File: config.mk
export PLATFORM = sky130hd
export DESIGN_NAME = fcp_coproc_end_flat
export DESIGN_NICKNAME = d
export VERILOG_FILES = /design/src/fcp_pkg.sv /design/src/fcp_link_if.sv /design/src/fcp_coproc_end.sv /design/src/fcp_ea_class.sv /design/src/flat_wrapper.sv
export SDC_FILE = /design/constraint.sdc
export NUM_CORES = 1
export LEC_CHECK = 0
export ABC_AREA = 1
export BUFFER_PORTS_ARGS = -buffer_cell sky130_fd_sc_hd__clkbuf_2
export CORE_ASPECT_RATIO = 0.6
export CORE_UTILIZATION = 46
export DETAILED_ROUTE_END_ITERATION = 6
export PLACE_DENSITY = 0.83
export SYNTH_ARGS = -nofsm -noshare
export SYNTH_HDL_FRONTEND = slang
export SYNTH_SLANG_ARGS = --single-unit
File: constraint.sdc
create_clock -name clock -period 0.9 [get_ports clock]
set_input_delay 0.09 -clock clock [delete_from_list [all_inputs] [get_ports clock]]
set_output_delay 0.09 -clock clock [all_outputs]
set_load 0.02 [all_outputs]
File: src/fcp_pkg.sv
package fcp_pkg;
  localparam int FCP_WORD_W = 16;
  localparam int FCP_STATE_W = 32;
  localparam int FCP_ADDR_W = 32;
  localparam int FCP_ID_LSB = 9;
  localparam int FCP_TYPE_LSB = 6;
  localparam int FCP_MODE_LSB = 3;
  localparam int FCP_REG_LSB = 0;
  localparam int FCP_RM_BIT = 14;
  localparam int FCP_SRC_LSB = 10;
  localparam int FCP_PRED_W = 6;
  localparam int FCP_SIG_BIT = 4;
  localparam logic [2:0] FCP_TYPE_GEN = 3'h0;
  localparam logic [2:0] FCP_TYPE_COND = 3'h1;
  localparam logic [2:0] FCP_TYPE_BRW = 3'h2;
  localparam logic [2:0] FCP_TYPE_BRL = 3'h3;
  localparam logic [2:0] FCP_TYPE_SAVE = 3'h4;
  localparam logic [2:0] FCP_TYPE_REST = 3'h5;
  localparam logic [2:0] FCP_EA_DREG = 3'h0;
  localparam logic [2:0] FCP_EA_AREG = 3'h1;
  localparam logic [2:0] FCP_EA_IND = 3'h2;
  localparam logic [2:0] FCP_EA_POSTINC = 3'h3;
  localparam logic [2:0] FCP_EA_PREDEC = 3'h4;
  localparam logic [2:0] FCP_EA_DISP = 3'h5;
  localparam logic [2:0] FCP_EA_INDEX = 3'h6;
  localparam logic [2:0] FCP_EA_EXT = 3'h7;
  localparam logic [2:0] FCP_EXT_ABS_W = 3'h0;
  localparam logic [2:0] FCP_EXT_ABS_L = 3'h1;
  localparam logic [2:0] FCP_EXT_PC_DISP = 3'h2;
  localparam logic [2:0] FCP_EXT_PC_INDEX = 3'h3;
  localparam logic [2:0] FCP_EXT_IMM = 3'h4;
  localparam logic [2:0] FCP_FMT_LONG = 3'h0;
  localparam logic [2:0] FCP_FMT_SINGLE = 3'h1;
  localparam logic [2:0] FCP_FMT_EXT = 3'h2;
  localparam logic [2:0] FCP_FMT_PACKED = 3'h3;
  localparam logic [2:0] FCP_FMT_WORD = 3'h4;
  localparam logic [2:0] FCP_FMT_DOUBLE = 3'h5;
  localparam logic [2:0] FCP_FMT_BYTE = 3'h6;
  localparam logic [2:0] FCP_FMT_NONE = 3'h7;
  localparam logic [1:0] FCP_FORM_BRANCH = 2'h0;
  localparam logic [1:0] FCP_FORM_SET = 2'h1;
  localparam logic [1:0] FCP_FORM_DECBR = 2'h2;
  localparam logic [1:0] FCP_FORM_TRAP = 2'h3;
  localparam logic [FCP_STATE_W-1:0] FCP_STATE_RST = 32'h0000_0000;
  localparam logic [15:0] FCP_COUNT_END = 16'hffff;
  localparam int FCP_TIMEOUT_DEF = 16;
  // Vector value is arbitrary
  localparam logic [7:0] FCP_UNORD_VEC_DEF = 8'h10;

  typedef enum logic [1:0] {FCP_PRIM_NULL, FCP_PRIM_PRE_EXC, FCP_PRIM_FLINE, FCP_PRIM_STATE}
    fcp_prim_t;

  typedef struct packed {
    logic valid;
    logic data;
    logic mem;
    logic ctrl;
    logic alt;
  } fcp_ea_cat_t;

  // Low four predicate bits against N, Z and not-a-number
  function automatic logic fcp_eval_pred(input logic [3:0] p, input logic n,
                                         input logic z, input logic not_a_number_code);
    logic r;
    r = 1'b0;
    case (p)
      4'h0: r = 1'b0;
      4'h1: r = z;
      4'h2: r = ~(not_a_number_code | z | n);
      4'h3: r = z | ~(not_a_number_code | n);
      4'h4: r = n & ~(not_a_number_code | z);
      4'h5: r = z | (n & ~not_a_number_code);
      4'h6: r = ~(not_a_number_code | z);
      4'h7: r = ~not_a_number_code;
      4'h8: r = not_a_number_code;
      4'h9: r = not_a_number_code | z;
      4'ha: r = not_a_number_code | ~(n | z);
      4'hb: r = not_a_number_code | z | ~n;
      4'hc: r = not_a_number_code | (n & ~z);
      4'hd: r = not_a_number_code | z | n;
      4'he: r = ~z;
      default: r = 1'b1;
    endcase
    return r;
  endfunction
endpackage

File: src/fcp_link_if.sv
`timescale 1ns/100ps
interface fcp_link_if;
  import fcp_pkg::*;
  logic req_valid;
  logic [FCP_WORD_W-1:0] req_opword;
  logic [FCP_WORD_W-1:0] req_cmdword;
  logic [FCP_STATE_W-1:0] req_state;
  logic resp_valid;
  fcp_prim_t resp_prim;
  logic resp_come_again;
  logic resp_true;
  logic [7:0] resp_vector;
  logic [FCP_STATE_W-1:0] resp_state;

  modport coproc (input req_valid, req_opword, req_cmdword, req_state,
                  output resp_valid, resp_prim, resp_come_again, resp_true, resp_vector,
                  resp_state);
  modport cpu (output req_valid, req_opword, req_cmdword, req_state,
               input resp_valid, resp_prim, resp_come_again, resp_true, resp_vector,
               resp_state);
endinterface

File: src/fcp_coproc_end.sv
`timescale 1ns/100ps
module fcp_coproc_end
  import fcp_pkg::*;
#(
  parameter int COPROC_ID = 1,
  parameter logic [7:0] UNORD_VECTOR = FCP_UNORD_VEC_DEF
)
(
  input wire logic clock,
  input wire logic nrst,
  fcp_link_if.coproc link,
  input wire logic cc_n,
  input wire logic cc_z,
  input wire logic cc_nan,
  input wire logic unord_trap_en,
  input wire logic unord_clear,
  input wire logic op_done,
  output logic branch_unordered_flag,
  output logic op_start,
  output logic op_busy,
  output logic op_ext_source,
  output logic [2:0] source_float_reg,
  output logic [2:0] op_src_fmt,
  output logic state_suspend,
  output logic state_load,
  output logic [FCP_STATE_W-1:0] internal_state
);
  initial
  begin
    if (COPROC_ID < 0 || COPROC_ID > 7)
      $error("COPROC_ID must be 0 to 7");
  end

  localparam logic [2:0] MY_ID = 3'(COPROC_ID);

  logic [2:0] op_type;
  logic [2:0] ea_mode;
  logic [2:0] ea_reg;
  logic [FCP_PRED_W-1:0] pred;
  logic rm_bit;
  logic [2:0] src_spec;
  logic id_hit;
  fcp_ea_cat_t ea_cat;

  logic next_valid;
  fcp_prim_t next_prim;
  logic next_true;
  logic [7:0] next_vector;
  logic next_set_unord;
  logic next_start;
  logic next_suspend;
  logic next_load;

  assign op_type = link.req_opword[FCP_TYPE_LSB+2:FCP_TYPE_LSB];
  assign ea_mode = link.req_opword[FCP_MODE_LSB+2:FCP_MODE_LSB];
  assign ea_reg = link.req_opword[FCP_REG_LSB+2:FCP_REG_LSB];
  // Upper predicate bit 5 and the rest of the word are don't-care
  assign pred = link.req_cmdword[FCP_PRED_W-1:0];
  assign rm_bit = link.req_cmdword[FCP_RM_BIT];
  assign src_spec = link.req_cmdword[FCP_SRC_LSB+2:FCP_SRC_LSB];
  // Other IDs are left to their own coprocessor; no answer at all
  assign id_hit = link.req_valid && (link.req_opword[FCP_ID_LSB+2:FCP_ID_LSB] == MY_ID);

  fcp_ea_class u_ea
  (
    .mode(ea_mode),
    .regno(ea_reg),
    .cat(ea_cat)
  );

  always_comb
  begin
    next_valid = id_hit;
    next_prim = FCP_PRIM_NULL;
    next_true = 1'b0;
    next_vector = 8'h00;
    next_set_unord = 1'b0;
    next_start = 1'b0;
    next_suspend = 1'b0;
    next_load = 1'b0;
    if (id_hit)
    begin
      case (op_type)
        FCP_TYPE_COND, FCP_TYPE_BRW, FCP_TYPE_BRL:
        begin
          // Both branch sizes and all conditional forms look alike here
          next_true = fcp_eval_pred(pred[3:0], cc_n, cc_z, cc_nan);
          if (pred[FCP_SIG_BIT] && cc_nan)
          begin
            next_set_unord = 1'b1;
            if (unord_trap_en)
            begin
              next_prim = FCP_PRIM_PRE_EXC;
              next_vector = UNORD_VECTOR;
            end
          end
          else
            next_prim = FCP_PRIM_NULL;
        end
        FCP_TYPE_SAVE:
          if ((ea_cat.ctrl && ea_cat.alt) || ea_mode == FCP_EA_PREDEC)
          begin
            next_prim = FCP_PRIM_STATE;
            next_suspend = 1'b1;
          end
          else
            next_prim = FCP_PRIM_FLINE;
        FCP_TYPE_REST:
          if (ea_cat.ctrl || ea_mode == FCP_EA_POSTINC)
          begin
            next_prim = FCP_PRIM_NULL;
            next_load = 1'b1;
          end
          else
            next_prim = FCP_PRIM_FLINE;
        FCP_TYPE_GEN:
          // External source needs a valid mode and a listed format
          if (rm_bit && (src_spec == FCP_FMT_NONE || !ea_cat.valid))
            next_prim = FCP_PRIM_FLINE;
          else
            next_start = 1'b1;
        default: next_prim = FCP_PRIM_FLINE;
      endcase
    end
  end

  always_ff @(posedge clock or negedge nrst)
  begin
    if (!nrst)
    begin
      link.resp_valid <= 1'b0;
      link.resp_prim <= FCP_PRIM_NULL;
      link.resp_come_again <= 1'b0;
      link.resp_true <= 1'b0;
      link.resp_vector <= 8'h00;
      link.resp_state <= FCP_STATE_RST;
    end
    else
    begin
      link.resp_valid <= next_valid;
      link.resp_prim <= next_prim;
      link.resp_come_again <= 1'b0;
      link.resp_true <= next_true;
      link.resp_vector <= next_vector;
      // Save shows the state as it stood before this cycle's update
      link.resp_state <= next_suspend ? internal_state : FCP_STATE_RST;
    end
  end

  // Set wins over a clear in the same cycle
  always_ff @(posedge clock or negedge nrst)
  begin
    if (!nrst)
      branch_unordered_flag <= 1'b0;
    else if (next_set_unord)
      branch_unordered_flag <= 1'b1;
    else if (unord_clear)
      branch_unordered_flag <= 1'b0;
  end

  always_ff @(posedge clock or negedge nrst)
  begin
    if (!nrst)
      internal_state <= FCP_STATE_RST;
    else if (next_load)
      internal_state <= link.req_state;
  end

  // Save and restore abort whatever runs; a done never outranks them
  always_ff @(posedge clock or negedge nrst)
  begin
    if (!nrst)
      op_busy <= 1'b0;
    else if (next_suspend || next_load)
      op_busy <= 1'b0;
    else if (next_start)
      op_busy <= 1'b1;
    else if (op_done)
      op_busy <= 1'b0;
  end

  always_ff @(posedge clock or negedge nrst)
  begin
    if (!nrst)
    begin
      op_start <= 1'b0;
      state_suspend <= 1'b0;
      state_load <= 1'b0;
    end
    else
    begin
      op_start <= next_start;
      state_suspend <= next_suspend;
      state_load <= next_load;
    end
  end

  // Source fields held from the last accepted general operation
  always_ff @(posedge clock or negedge nrst)
  begin
    if (!nrst)
    begin
      op_ext_source <= 1'b0;
      source_float_reg <= 3'h0;
      op_src_fmt <= FCP_FMT_NONE;
    end
    else if (next_start)
    begin
      op_ext_source <= rm_bit;
      source_float_reg <= rm_bit ? 3'h0 : src_spec;
      op_src_fmt <= rm_bit ? src_spec : FCP_FMT_NONE;
    end
  end
endmodule // fcp_coproc_end

File: src/fcp_ea_class.sv
`timescale 1ns/100ps
module fcp_ea_class
  import fcp_pkg::*;
(
  input wire logic [2:0] mode,
  input wire logic [2:0] regno,
  output fcp_ea_cat_t cat
);
  always_comb
  begin
    cat = '0;
    case (mode)
      FCP_EA_DREG: cat = '{1'b1, 1'b1, 1'b0, 1'b0, 1'b1};
      FCP_EA_AREG: cat = '{1'b1, 1'b0, 1'b0, 1'b0, 1'b1};
      FCP_EA_IND, FCP_EA_DISP, FCP_EA_INDEX: cat = '{1'b1, 1'b1, 1'b1, 1'b1, 1'b1};
      FCP_EA_POSTINC, FCP_EA_PREDEC: cat = '{1'b1, 1'b1, 1'b1, 1'b0, 1'b1};
      FCP_EA_EXT:
        case (regno)
          FCP_EXT_ABS_W, FCP_EXT_ABS_L: cat = '{1'b1, 1'b1, 1'b1, 1'b1, 1'b1};
          FCP_EXT_PC_DISP, FCP_EXT_PC_INDEX: cat = '{1'b1, 1'b1, 1'b1, 1'b1, 1'b0};
          FCP_EXT_IMM: cat = '{1'b1, 1'b1, 1'b1, 1'b0, 1'b0};
          default: cat = '0;
        endcase
      default: cat = '0;
    endcase
  end
endmodule // fcp_ea_class

File: src/flat_wrapper.sv
// flat-port wrapper written by rule: the top's interface ports become plain ports
module fcp_coproc_end_flat import fcp_pkg::*;
#(
  parameter int COPROC_ID = 1,
  parameter logic [7:0] UNORD_VECTOR = FCP_UNORD_VEC_DEF
)
  (clock, nrst, cc_n, cc_z, cc_nan, unord_trap_en, unord_clear, op_done, branch_unordered_flag, op_start, op_busy, op_ext_source, source_float_reg, op_src_fmt, state_suspend, state_load, internal_state, link_req_valid, link_req_opword, link_req_cmdword, link_req_state, link_resp_valid, link_resp_prim, link_resp_come_again, link_resp_true, link_resp_vector, link_resp_state);
  fcp_link_if link_i ();
  input wire logic clock;
  input wire logic nrst;
  input wire logic cc_n;
  input wire logic cc_z;
  input wire logic cc_nan;
  input wire logic unord_trap_en;
  input wire logic unord_clear;
  input wire logic op_done;
  output logic branch_unordered_flag;
  output logic op_start;
  output logic op_busy;
  output logic op_ext_source;
  output logic [2:0] source_float_reg;
  output logic [2:0] op_src_fmt;
  output logic state_suspend;
  output logic state_load;
  output logic [FCP_STATE_W-1:0] internal_state;
  input wire logic [$bits(link_i.req_valid)-1:0] link_req_valid;
  input wire logic [$bits(link_i.req_opword)-1:0] link_req_opword;
  input wire logic [$bits(link_i.req_cmdword)-1:0] link_req_cmdword;
  input wire logic [$bits(link_i.req_state)-1:0] link_req_state;
  output wire logic [$bits(link_i.resp_valid)-1:0] link_resp_valid;
  output wire logic [$bits(link_i.resp_prim)-1:0] link_resp_prim;
  output wire logic [$bits(link_i.resp_come_again)-1:0] link_resp_come_again;
  output wire logic [$bits(link_i.resp_true)-1:0] link_resp_true;
  output wire logic [$bits(link_i.resp_vector)-1:0] link_resp_vector;
  output wire logic [$bits(link_i.resp_state)-1:0] link_resp_state;
  assign link_i.req_valid = link_req_valid;
  assign link_i.req_opword = link_req_opword;
  assign link_i.req_cmdword = link_req_cmdword;
  assign link_i.req_state = link_req_state;
  assign link_resp_valid = link_i.resp_valid;
  assign link_resp_prim = link_i.resp_prim;
  assign link_resp_come_again = link_i.resp_come_again;
  assign link_resp_true = link_i.resp_true;
  assign link_resp_vector = link_i.resp_vector;
  assign link_resp_state = link_i.resp_state;
  fcp_coproc_end #(.COPROC_ID(COPROC_ID), .UNORD_VECTOR(UNORD_VECTOR)) u_core (.clock(clock), .nrst(nrst), .link(link_i), .cc_n(cc_n), .cc_z(cc_z), .cc_nan(cc_nan), .unord_trap_en(unord_trap_en), .unord_clear(unord_clear), .op_done(op_done), .branch_unordered_flag(branch_unordered_flag), .op_start(op_start), .op_busy(op_busy), .op_ext_source(op_ext_source), .source_float_reg(source_float_reg), .op_src_fmt(op_src_fmt), .state_suspend(state_suspend), .state_load(state_load), .internal_state(internal_state));
endmodule
==> impl_results.md, run 1 <==
* Clock transition at path regs at about 60 ps
* Vias at about 3600
* Proportion of synthesized area in mux cells at 0%
* Via-to-Cell Ratio at 5.00
* Crit path kind: input port to flip-flop
* CTS Buffer Depth at 2
* Gr ovfl total at 0
* CTS tree: yes
* # diodes at 0
* Max Freq at 0.848 GHz
* Hold endpoint: u_core.branch_unordered_flag$_DFFE_PN0P_
* Static Leak at 3.36 nW
* Latest clock arrival within the worst-skew pair at 340 ps
* Minimum clock period at 1180 ps
* Port bufs at approximately 140
* Final Cycle Share at 131%
* Worst Min Path Start: link_req_cmdword[4]
* DRC Markers at 0
* Final setup vio count at 158
* Post-synthesis cell area at around 3500 sq um
* R2r setup slk at -50 ps
* Max VDD drop at around 0.0011 V
* Pre-CTS setup slack at -580 ps
* Worst R2R Start: u_core.op_src_fmt[0]$_DFFE_PN1P_
* Arr. time, crit path at 1400 ps
* Die width at about 110 um
* Fill count at roughly 290
* Hold Crit Class: input port to flip-flop
* Post-synthesis sequential area ratio at 58.8%
* Die height at 69.1 um
* Failing checks: setup timing
* Routed Antenna Nets at 0
* Synth Area in Compound Gates at 2.50%
* Total global-route track usage at 28.6%
* Core Box Area at 7270 sq um
* Avg WL per Cell at between 15 and 20 um
* Max-Cap Viols at 0
* Clock buffer count from CTS at 9
* Layout Skew at 6.87 ps
* GPL Wtd Cong at 0.780
* Layout area overhead at 89.7%
* XOR/XNOR Fraction of Synth Area at 0%
* Util after Layout at 90.2%
* Worst R2R Path Depth at 4
* Synth Area in Adders at 1.45%
* Cell types with the highest counts after synthesis: nand2_1, dfrtp_1, inv_1
* Crit path capture type: flip-flop
* Share of cells above drive strength 1 at a little under three fifths
* Largest area contributor in the netlist: dfrtp_1
* Post-synth EDFFs at 0
* Average instance area after synthesis at between 9 and 10 sq um
* Router iterations before antenna repair at 5
* Worst path required time at 1120 ps
* Setup ws final at -279 ps
* Row cnt at 24
* Share of the synthesized area in the top cell type at 56.5%
* Most common flop cell mapped by yosys: dfrtp_1
* Finished Layout Cells at 722
* Yosys warns at 0
* Multi-input logic area at 1410 sq um
* Largest regs: u_core.internal_state: 32 flops, u_core.link.resp_state: 32 flops
* Synth async-reset ratio at 100%
* RSZ-0062 raised after global routing: true
* I/O pin total at 162
* CTS sink cnt at 81
* HPWL after DPL at around 6.0 mm
* Sequential cell area at 2030 sq um
* Simple-gate share of the synthesized area at a little over a quarter
* Root Buffer: clkbuf_16
* Die ar. at 7870 sq um
* Status: complete, but fails checks
* Initial Util at 47.5%
* Main combinational cell family by area after synthesis: simple AND/OR/NAND/NOR gates
* Final Max Tran Viols at 0
* Crit-path max FO at 9
* H-tree Lvls at 3
* Fin. Hold Viols at 0
* Drt total wl at 13.3 mm
* Setup TNS Final at -21160 ps
* Hold Path Cell Cnt at 3
* DRT iter0 DRCs at 259
* Cell area power density at 1430 nW/um^2
* Fin nets at about 700
* Area contributors post-synth: dfrtp_1, nand2_1, inv_1, nor2_2, nor2_4
* Number of antenna violations at the first check in global routing at 0
* First-pass GRT wire length at roughly 17 mm
* Mapped Cells at 361
* Post-synth cell types at 30
* Most frequent cell after synthesis: nand2_1
* FF+latch count, synth at 81
* Vias in the first global route at roughly 3400
* Critical R2R Capture: u_core.op_src_fmt[0]$_DFFE_PN1P_
* Setup crit start kind: input port
* Largest net degree at the start of global routing at 36
* Placed Cells at roughly 620
cell usage in the layout, fill, tap and decap left out, drive strengths merged, types with 4 or more instances in the layout:
| cell type | synthesis | final |
|---|---|---|
| buf | 18 | 129 |
| dfrtp | 78 | 78 |
| conb | 1 | 8 |
| clkbuf | 0 | 101 |
| nand3 | 9 | 9 |
| dlygate4sd3 | 0 | 34 |
| ha | 4 | 4 |
| nor2 | 49 | 49 |
| o21ai | 11 | 11 |
| nand2 | 125 | 126 |
| inv | 53 | 53 |
area by class of cell:
type                       instances  area share [%]
sequential                        81            31.0
multi-input combinational        217            21.4
inverter                          53            3.46
clock inverter                     3           0.649
clock buffer                      11            3.71
timing repair buffer             253            37.8
tap                              104            1.99
metal layers:
metal	global-route usage, %	routed length, um	share of wire (%)
met5	0	0	0
met4	9.09	498	3.7
met3	7.83	1040	7.8
met2	49.9	6810	51
met1	34.4	4990	37
metrics by stage:
step / cell area, sq um / hold WS (ps) / total power [W]
after floorplan: 3550 / -206 / 0.00453
after global placement: 4460 / -31.7 / 0.00498
after detailed placement: 4460 / -24.7 / 0.00502
after CTS: 5920 / 3.76 / 0.00912
after global routing: 6550 / 42.8 / 0.00970
final: 6550 / 35.0 / 0.00939
power breakdown:
group          total, W  switching [W]  internal [W]  leakage, nW
Sequential      0.00395       0.000140       0.00381         1.11
Clock           0.00358        0.00139       0.00219        0.137
Combinational   0.00186       0.000928      0.000933         2.11
Total           0.00939        0.00246       0.00693         3.36
how the worst max path moves through the flow:
| stage | startpoint | end | slack, ps | depth (start not counted) |
|---|---|---|---|---|
| floorplan | link_req_opword[4] | u_core.source_float_reg[2]$_DFFE_PN0P_ | -200 | 10 |
| global placement | link_req_opword[4] | u_core.internal_state[18]$_DFFE_PN0P_ | -530 | 11 |
| detailed placement | link_req_opword[4] | u_core.internal_state[14]$_DFFE_PN0P_ | -580 | 11 |
| CTS | u_core.op_src_fmt[0]$_DFFE_PN1P_ | op_src_fmt[0] | -210 | 1 |
| global route | link_req_opword[3] | u_core.internal_state[17]$_DFFE_PN0P_ | -330 | 13 |
| finish | link_req_opword[3] | u_core.internal_state[17]$_DFFE_PN0P_ | -280 | 13 |
cell families (layout without fill, tap and decap cells):
kind of cell	after synthesis	count (layout)
DFF	81	81
and+or+nand+nor	188	189
AOI/OAI and AO/OA	16	16
adders and majority gates	4	4
buffers and inverters	71	320
other	1	8
repair_timing:
| action | CTS | global route |
|---|---|---|
| gates resized for setup | 101 | 208 |
| hold buffers | 34 | 0 |
| cloned | 5 | 2 |
| pin swaps | 9 | 8 |
| endpoints found under the setup margin | 157 | 158 |
| endpoints found under the hold margin | 114 | 0 |
| buffers inserted | 37 | 16 |
worst max-delay path: stages:
cell	delay, ps
clkbuf_16	120
inv_8	30
ha_4	240
inv_2	50
nand3_2	100
o21ai_2	80
nand2_2	90
nand3_4	130
inv_8	60
buf_12	130
buf_12	140
nand2_2	60
nand2_2	60
(Power assumes the default switching activity.)
==> inputs of run 2 (changes only) <==
CORE_UTILIZATION = 48   (was 46)
CTS_BUF_LIST = sky130_fd_sc_hd__clkbuf_4 sky130_fd_sc_hd__clkbuf_8   (was unset)
PLACE_DENSITY = 0.86   (was 0.83)
==> impl_results.md, run 2 <==
* Status: aborted with a tool error
* Failed at: 5_1_grt
* First error: [ERROR DPL-0033] detailed placement checks failed during check placement.
* Area contributors post-synth: dfrtp_1, nand2_1, inv_1, nor2_2, nor2_4
* Clock buffer count from CTS at 9
* GPL Wtd Cong at 0.768
* Largest area contributor in the netlist: dfrtp_1
* Post-synthesis sequential area ratio at 58.8%
* Post-synthesis cell area at 3450 sq um
* Yosys warns at 0
* Most frequent cell after synthesis: nand2_1
* Worst EP kind: top-level output
* Post-synth EDFFs at 0
* DP Area at 4460 sq um
* Cell types with the highest counts after synthesis: nand2_1, dfrtp_1, inv_1
* CTS sink cnt at 81
* Mapped Cells at ~360
* FF+latch count, synth at 81
* Initial Util at 50.6%
* Share of the synthesized area in the top cell type at 56.5%
* Most common flop cell mapped by yosys: dfrtp_1
* HPWL after DPL at 5.87 mm
* Pre-CTS setup slack at -636 ps
* I/O pin total at 162
* Row cnt at 23
* Synth async-reset ratio at 100%
* Port bufs at 142
* Average instance area after synthesis at 9.57 sq um
* Root Buffer: clkbuf_8
* Die height at between 60 and 70 um
* Worst_ep grt: op_src_fmt[0]
* CTS Buffer Depth at 2
* H-tree Lvls at 3
* Die width at 112 um
* Largest net degree at the start of global routing at 40
* Number of antenna violations at the first check in global routing at 0
* Post-synth cell types at 30
## run 2: cell counts after synthesis
Identical to the previous run, type by type.
## run 2: repair_timing
action / 4_1_cts
hold buffers: 37
buffers inserted: 39
hold endpoints to repair: 114
setup endpoints to repair: 157
pin swaps: 40
gates resized for setup: 127
cloned: 8
## run 2: metrics by stage
step	TNS, ps	cells
after CTS	-16820	700
after detailed placement	-45680	601
after global placement	-40410	601
after floorplan	-12820	368
## run 2: cell families after synthesis
logic type / after synthesis / synth area share, %
other: 1 / 0.109
DFF: 81 / 58.8
adders and majority gates: 4 / 1.45
AOI/OAI and AO/OA: 16 / 2.50
and+or+nand+nor: 188 / 26.6
buffers and inverters: 71 / 10.5
==> inputs of run 3 (changes only) <==
CORE_ASPECT_RATIO = unset   (was 0.6)
CORE_UTILIZATION = 40   (was 48)
CTS_BUF_LIST = unset   (was sky130_fd_sc_hd__clkbuf_4 sky130_fd_sc_hd__clkbuf_8)
PLACE_DENSITY = unset   (was 0.86)
PLACE_DENSITY_LB_ADDON = 0.15   (was unset)
==> impl_results.md, run 3 (synthesis results as in run 1) <==
* Status: complete, but fails checks
* Failing checks: setup timing
* Static Leak at 3.36 nW
* Most frequent cells in the layout: nand2_1, dfrtp_1, clkbuf_2, buf_4, buf_6
* Sequential power share at 44.0%
* Most common cell after layout, fill and taps aside: nand2_1
* Met3 routed WL at around 440 um
* Drt total wl at 10.5 mm
* Minimum clock period at approximately 1200 ps
* Max-Cap Viols at 0
* Root Buffer: clkbuf_8
* Vias in the first global route at between 3000 and 4000
* Die width at roughly 95 um
* Worst hold slack at around 24 ps
* Via-to-Cell Ratio at 4.51
* DP Area at 4470 sq um
* Fin. Hold Viols at 0
* Psw at around 0.0023 W
* CTS sink cnt at 81
* Row cnt at 33
* Final Power at just under 0.009 W
* First-pass GRT wire length at 15.2 mm
* Hold Crit Class: input port to flip-flop
* DRC Markers at 0
* Gr ovfl total at 0
* I/O pin total at 162
* Initial Util at 41.6%
* Post-route cell area at ~6600 sq um
* Cell area power density at around 1400 nW/um^2
* Crit path capture type: flip-flop
* Share of cells above drive strength 1 at approximately 53%
* Worst path required time at ~1100 ps
* Fin nets at 698
* Sw frac at 25.8%
* Final Cycle Share at 129%
* Die height at 94.9 um
* Final setup vio count at 157
* Clock buffer count from CTS at 9
* RSZ-0062 raised after global routing: true
* Largest net degree at the start of global routing at 29
* Max VDD drop at 0.000883 V
* Router iterations before antenna repair at 4
* CTS tree: yes
* Clock transition at path regs at 80 ps
* Layout Skew at 8.43 ps
* Max Freq at 0.858 GHz
* CTS Buffer Depth at 2
* Vias at around 3300
* # diodes at 0
* Final Max Tran Viols at 0
* Setup crit start kind: input port
* Clock share of power at between 30 and 40%
* Setup ws final at -265 ps
* H-tree Lvls at 3
* Total global-route track usage at about 23%
* Combinational Power Share at 20.6%
* GPL Wtd Cong at 0.826
* HPWL after DPL at 5.70 mm
* Met1 wire length at 4.21 mm
* Pint at 0.00662 W
* Crit-path max FO at 13
* Latest clock arrival within the worst-skew pair at 340 ps
* Arr. time, crit path at around 1400 ps
* Die ar. at 9010 sq um
* Routed Antenna Nets at 0
* DRT iter0 DRCs at approximately 110
* Top sig layer: met4
* Largest regs: u_core.internal_state: 32 flops, u_core.link.resp_state: 32 flops
* Layout area overhead at 90.8%
* Core Box Area at about 8300 sq um
* Port bufs at between 100 and 150
* Routed wl met2 at 5.67 mm
* Crit path kind: input port to flip-flop
* Avg WL per Cell at 14.4 um
* Number of antenna violations at the first check in global routing at 0
## run 3: worst paths after layout
path	startpoint	endpoint	slack, ps	depth (start not counted)
setup / recovery	link_req_opword[4]	u_core.internal_state[22]$_DFFE_PN0P_	-270	13
hold / removal	link_req_cmdword[14]	u_core.link.resp_prim[1]$_DFF_PN0_	20	3
min in group asynchronous	nrst	u_core.link.resp_state[17]$_DFF_PN0_	180	2
max in group asynchronous	nrst	u_core.op_src_fmt[0]$_DFFE_PN1P_	240	3
hold reg to reg	u_core.op_src_fmt[2]$_DFFE_PN1P_	u_core.op_src_fmt[2]$_DFFE_PN1P_	490	2
setup reg to reg	u_core.internal_state[24]$_DFFE_PN0P_	u_core.internal_state[24]$_DFFE_PN0P_	-30	4
## run 3: routing by layer
metal,track usage [%],vias to the layer above
met5,0,-
li1,-,1576
met2,39.7,121
met3,4.11,17
met4,9.22,0
met1,27.2,1575
## run 3: worst max-delay path, cell delays in order
cell       delay [ps]
clkbuf_16         130
inv_12             30
ha_4              240
inv_2              50
nand3_2            80
buf_6             120
o21ai_2            50
nand2_2            90
nand3_4           130
inv_8              80
buf_12            150
nand2_1            60
nand2_1            70
## run 3: layout make-up
| type | instances | area (sq um) |
|---|---|---|
| multi-input combinational | 218 | 1390 |
| sequential | 81 | 2030 |
| tap | 105 | 131 |
| fill | 499 | 1710 |
| inverter | 53 | 231 |
| clock buffer | 10 | 128 |
| clock inverter | 5 | 104 |
| timing repair buffer | 258 | 2570 |
## run 3: power by group through the flow
stage | clock network, W | logic [W] | registers, W
CTS | 0.00321 | 0.00165 | 0.00391
floorplan | 0 | 0.000372 | 0.00416
finish | 0.00316 | 0.00183 | 0.00393
global placement | 0 | 0.00101 | 0.00398
detailed placement | 0 | 0.00102 | 0.00399
global route | 0.00337 | 0.00197 | 0.00394
## run 3: timing repair
item,4_1_cts,5_1_grt
endpoints found under the setup margin,157,158
cloned,7,0
gates resized for setup,123,173
pin swaps,12,13
endpoints found under the hold margin,114,0
buffers inserted,38,16
hold buffers,38,0
## run 3: per-stage QoR
stage / worst slack [ps] / setup TNS, ps / utilization [%] / cells
floorplan: -195 / -12820 / - / 368
global placement: -533 / -39180 / 53.8 / 617
detailed placement: -602 / -42260 / 53.8 / 617
CTS: -243 / -19290 / 72.8 / 715
global route: -335 / -28030 / 79.4 / 730
finish: -265 / -20550 / 79.4 / 730
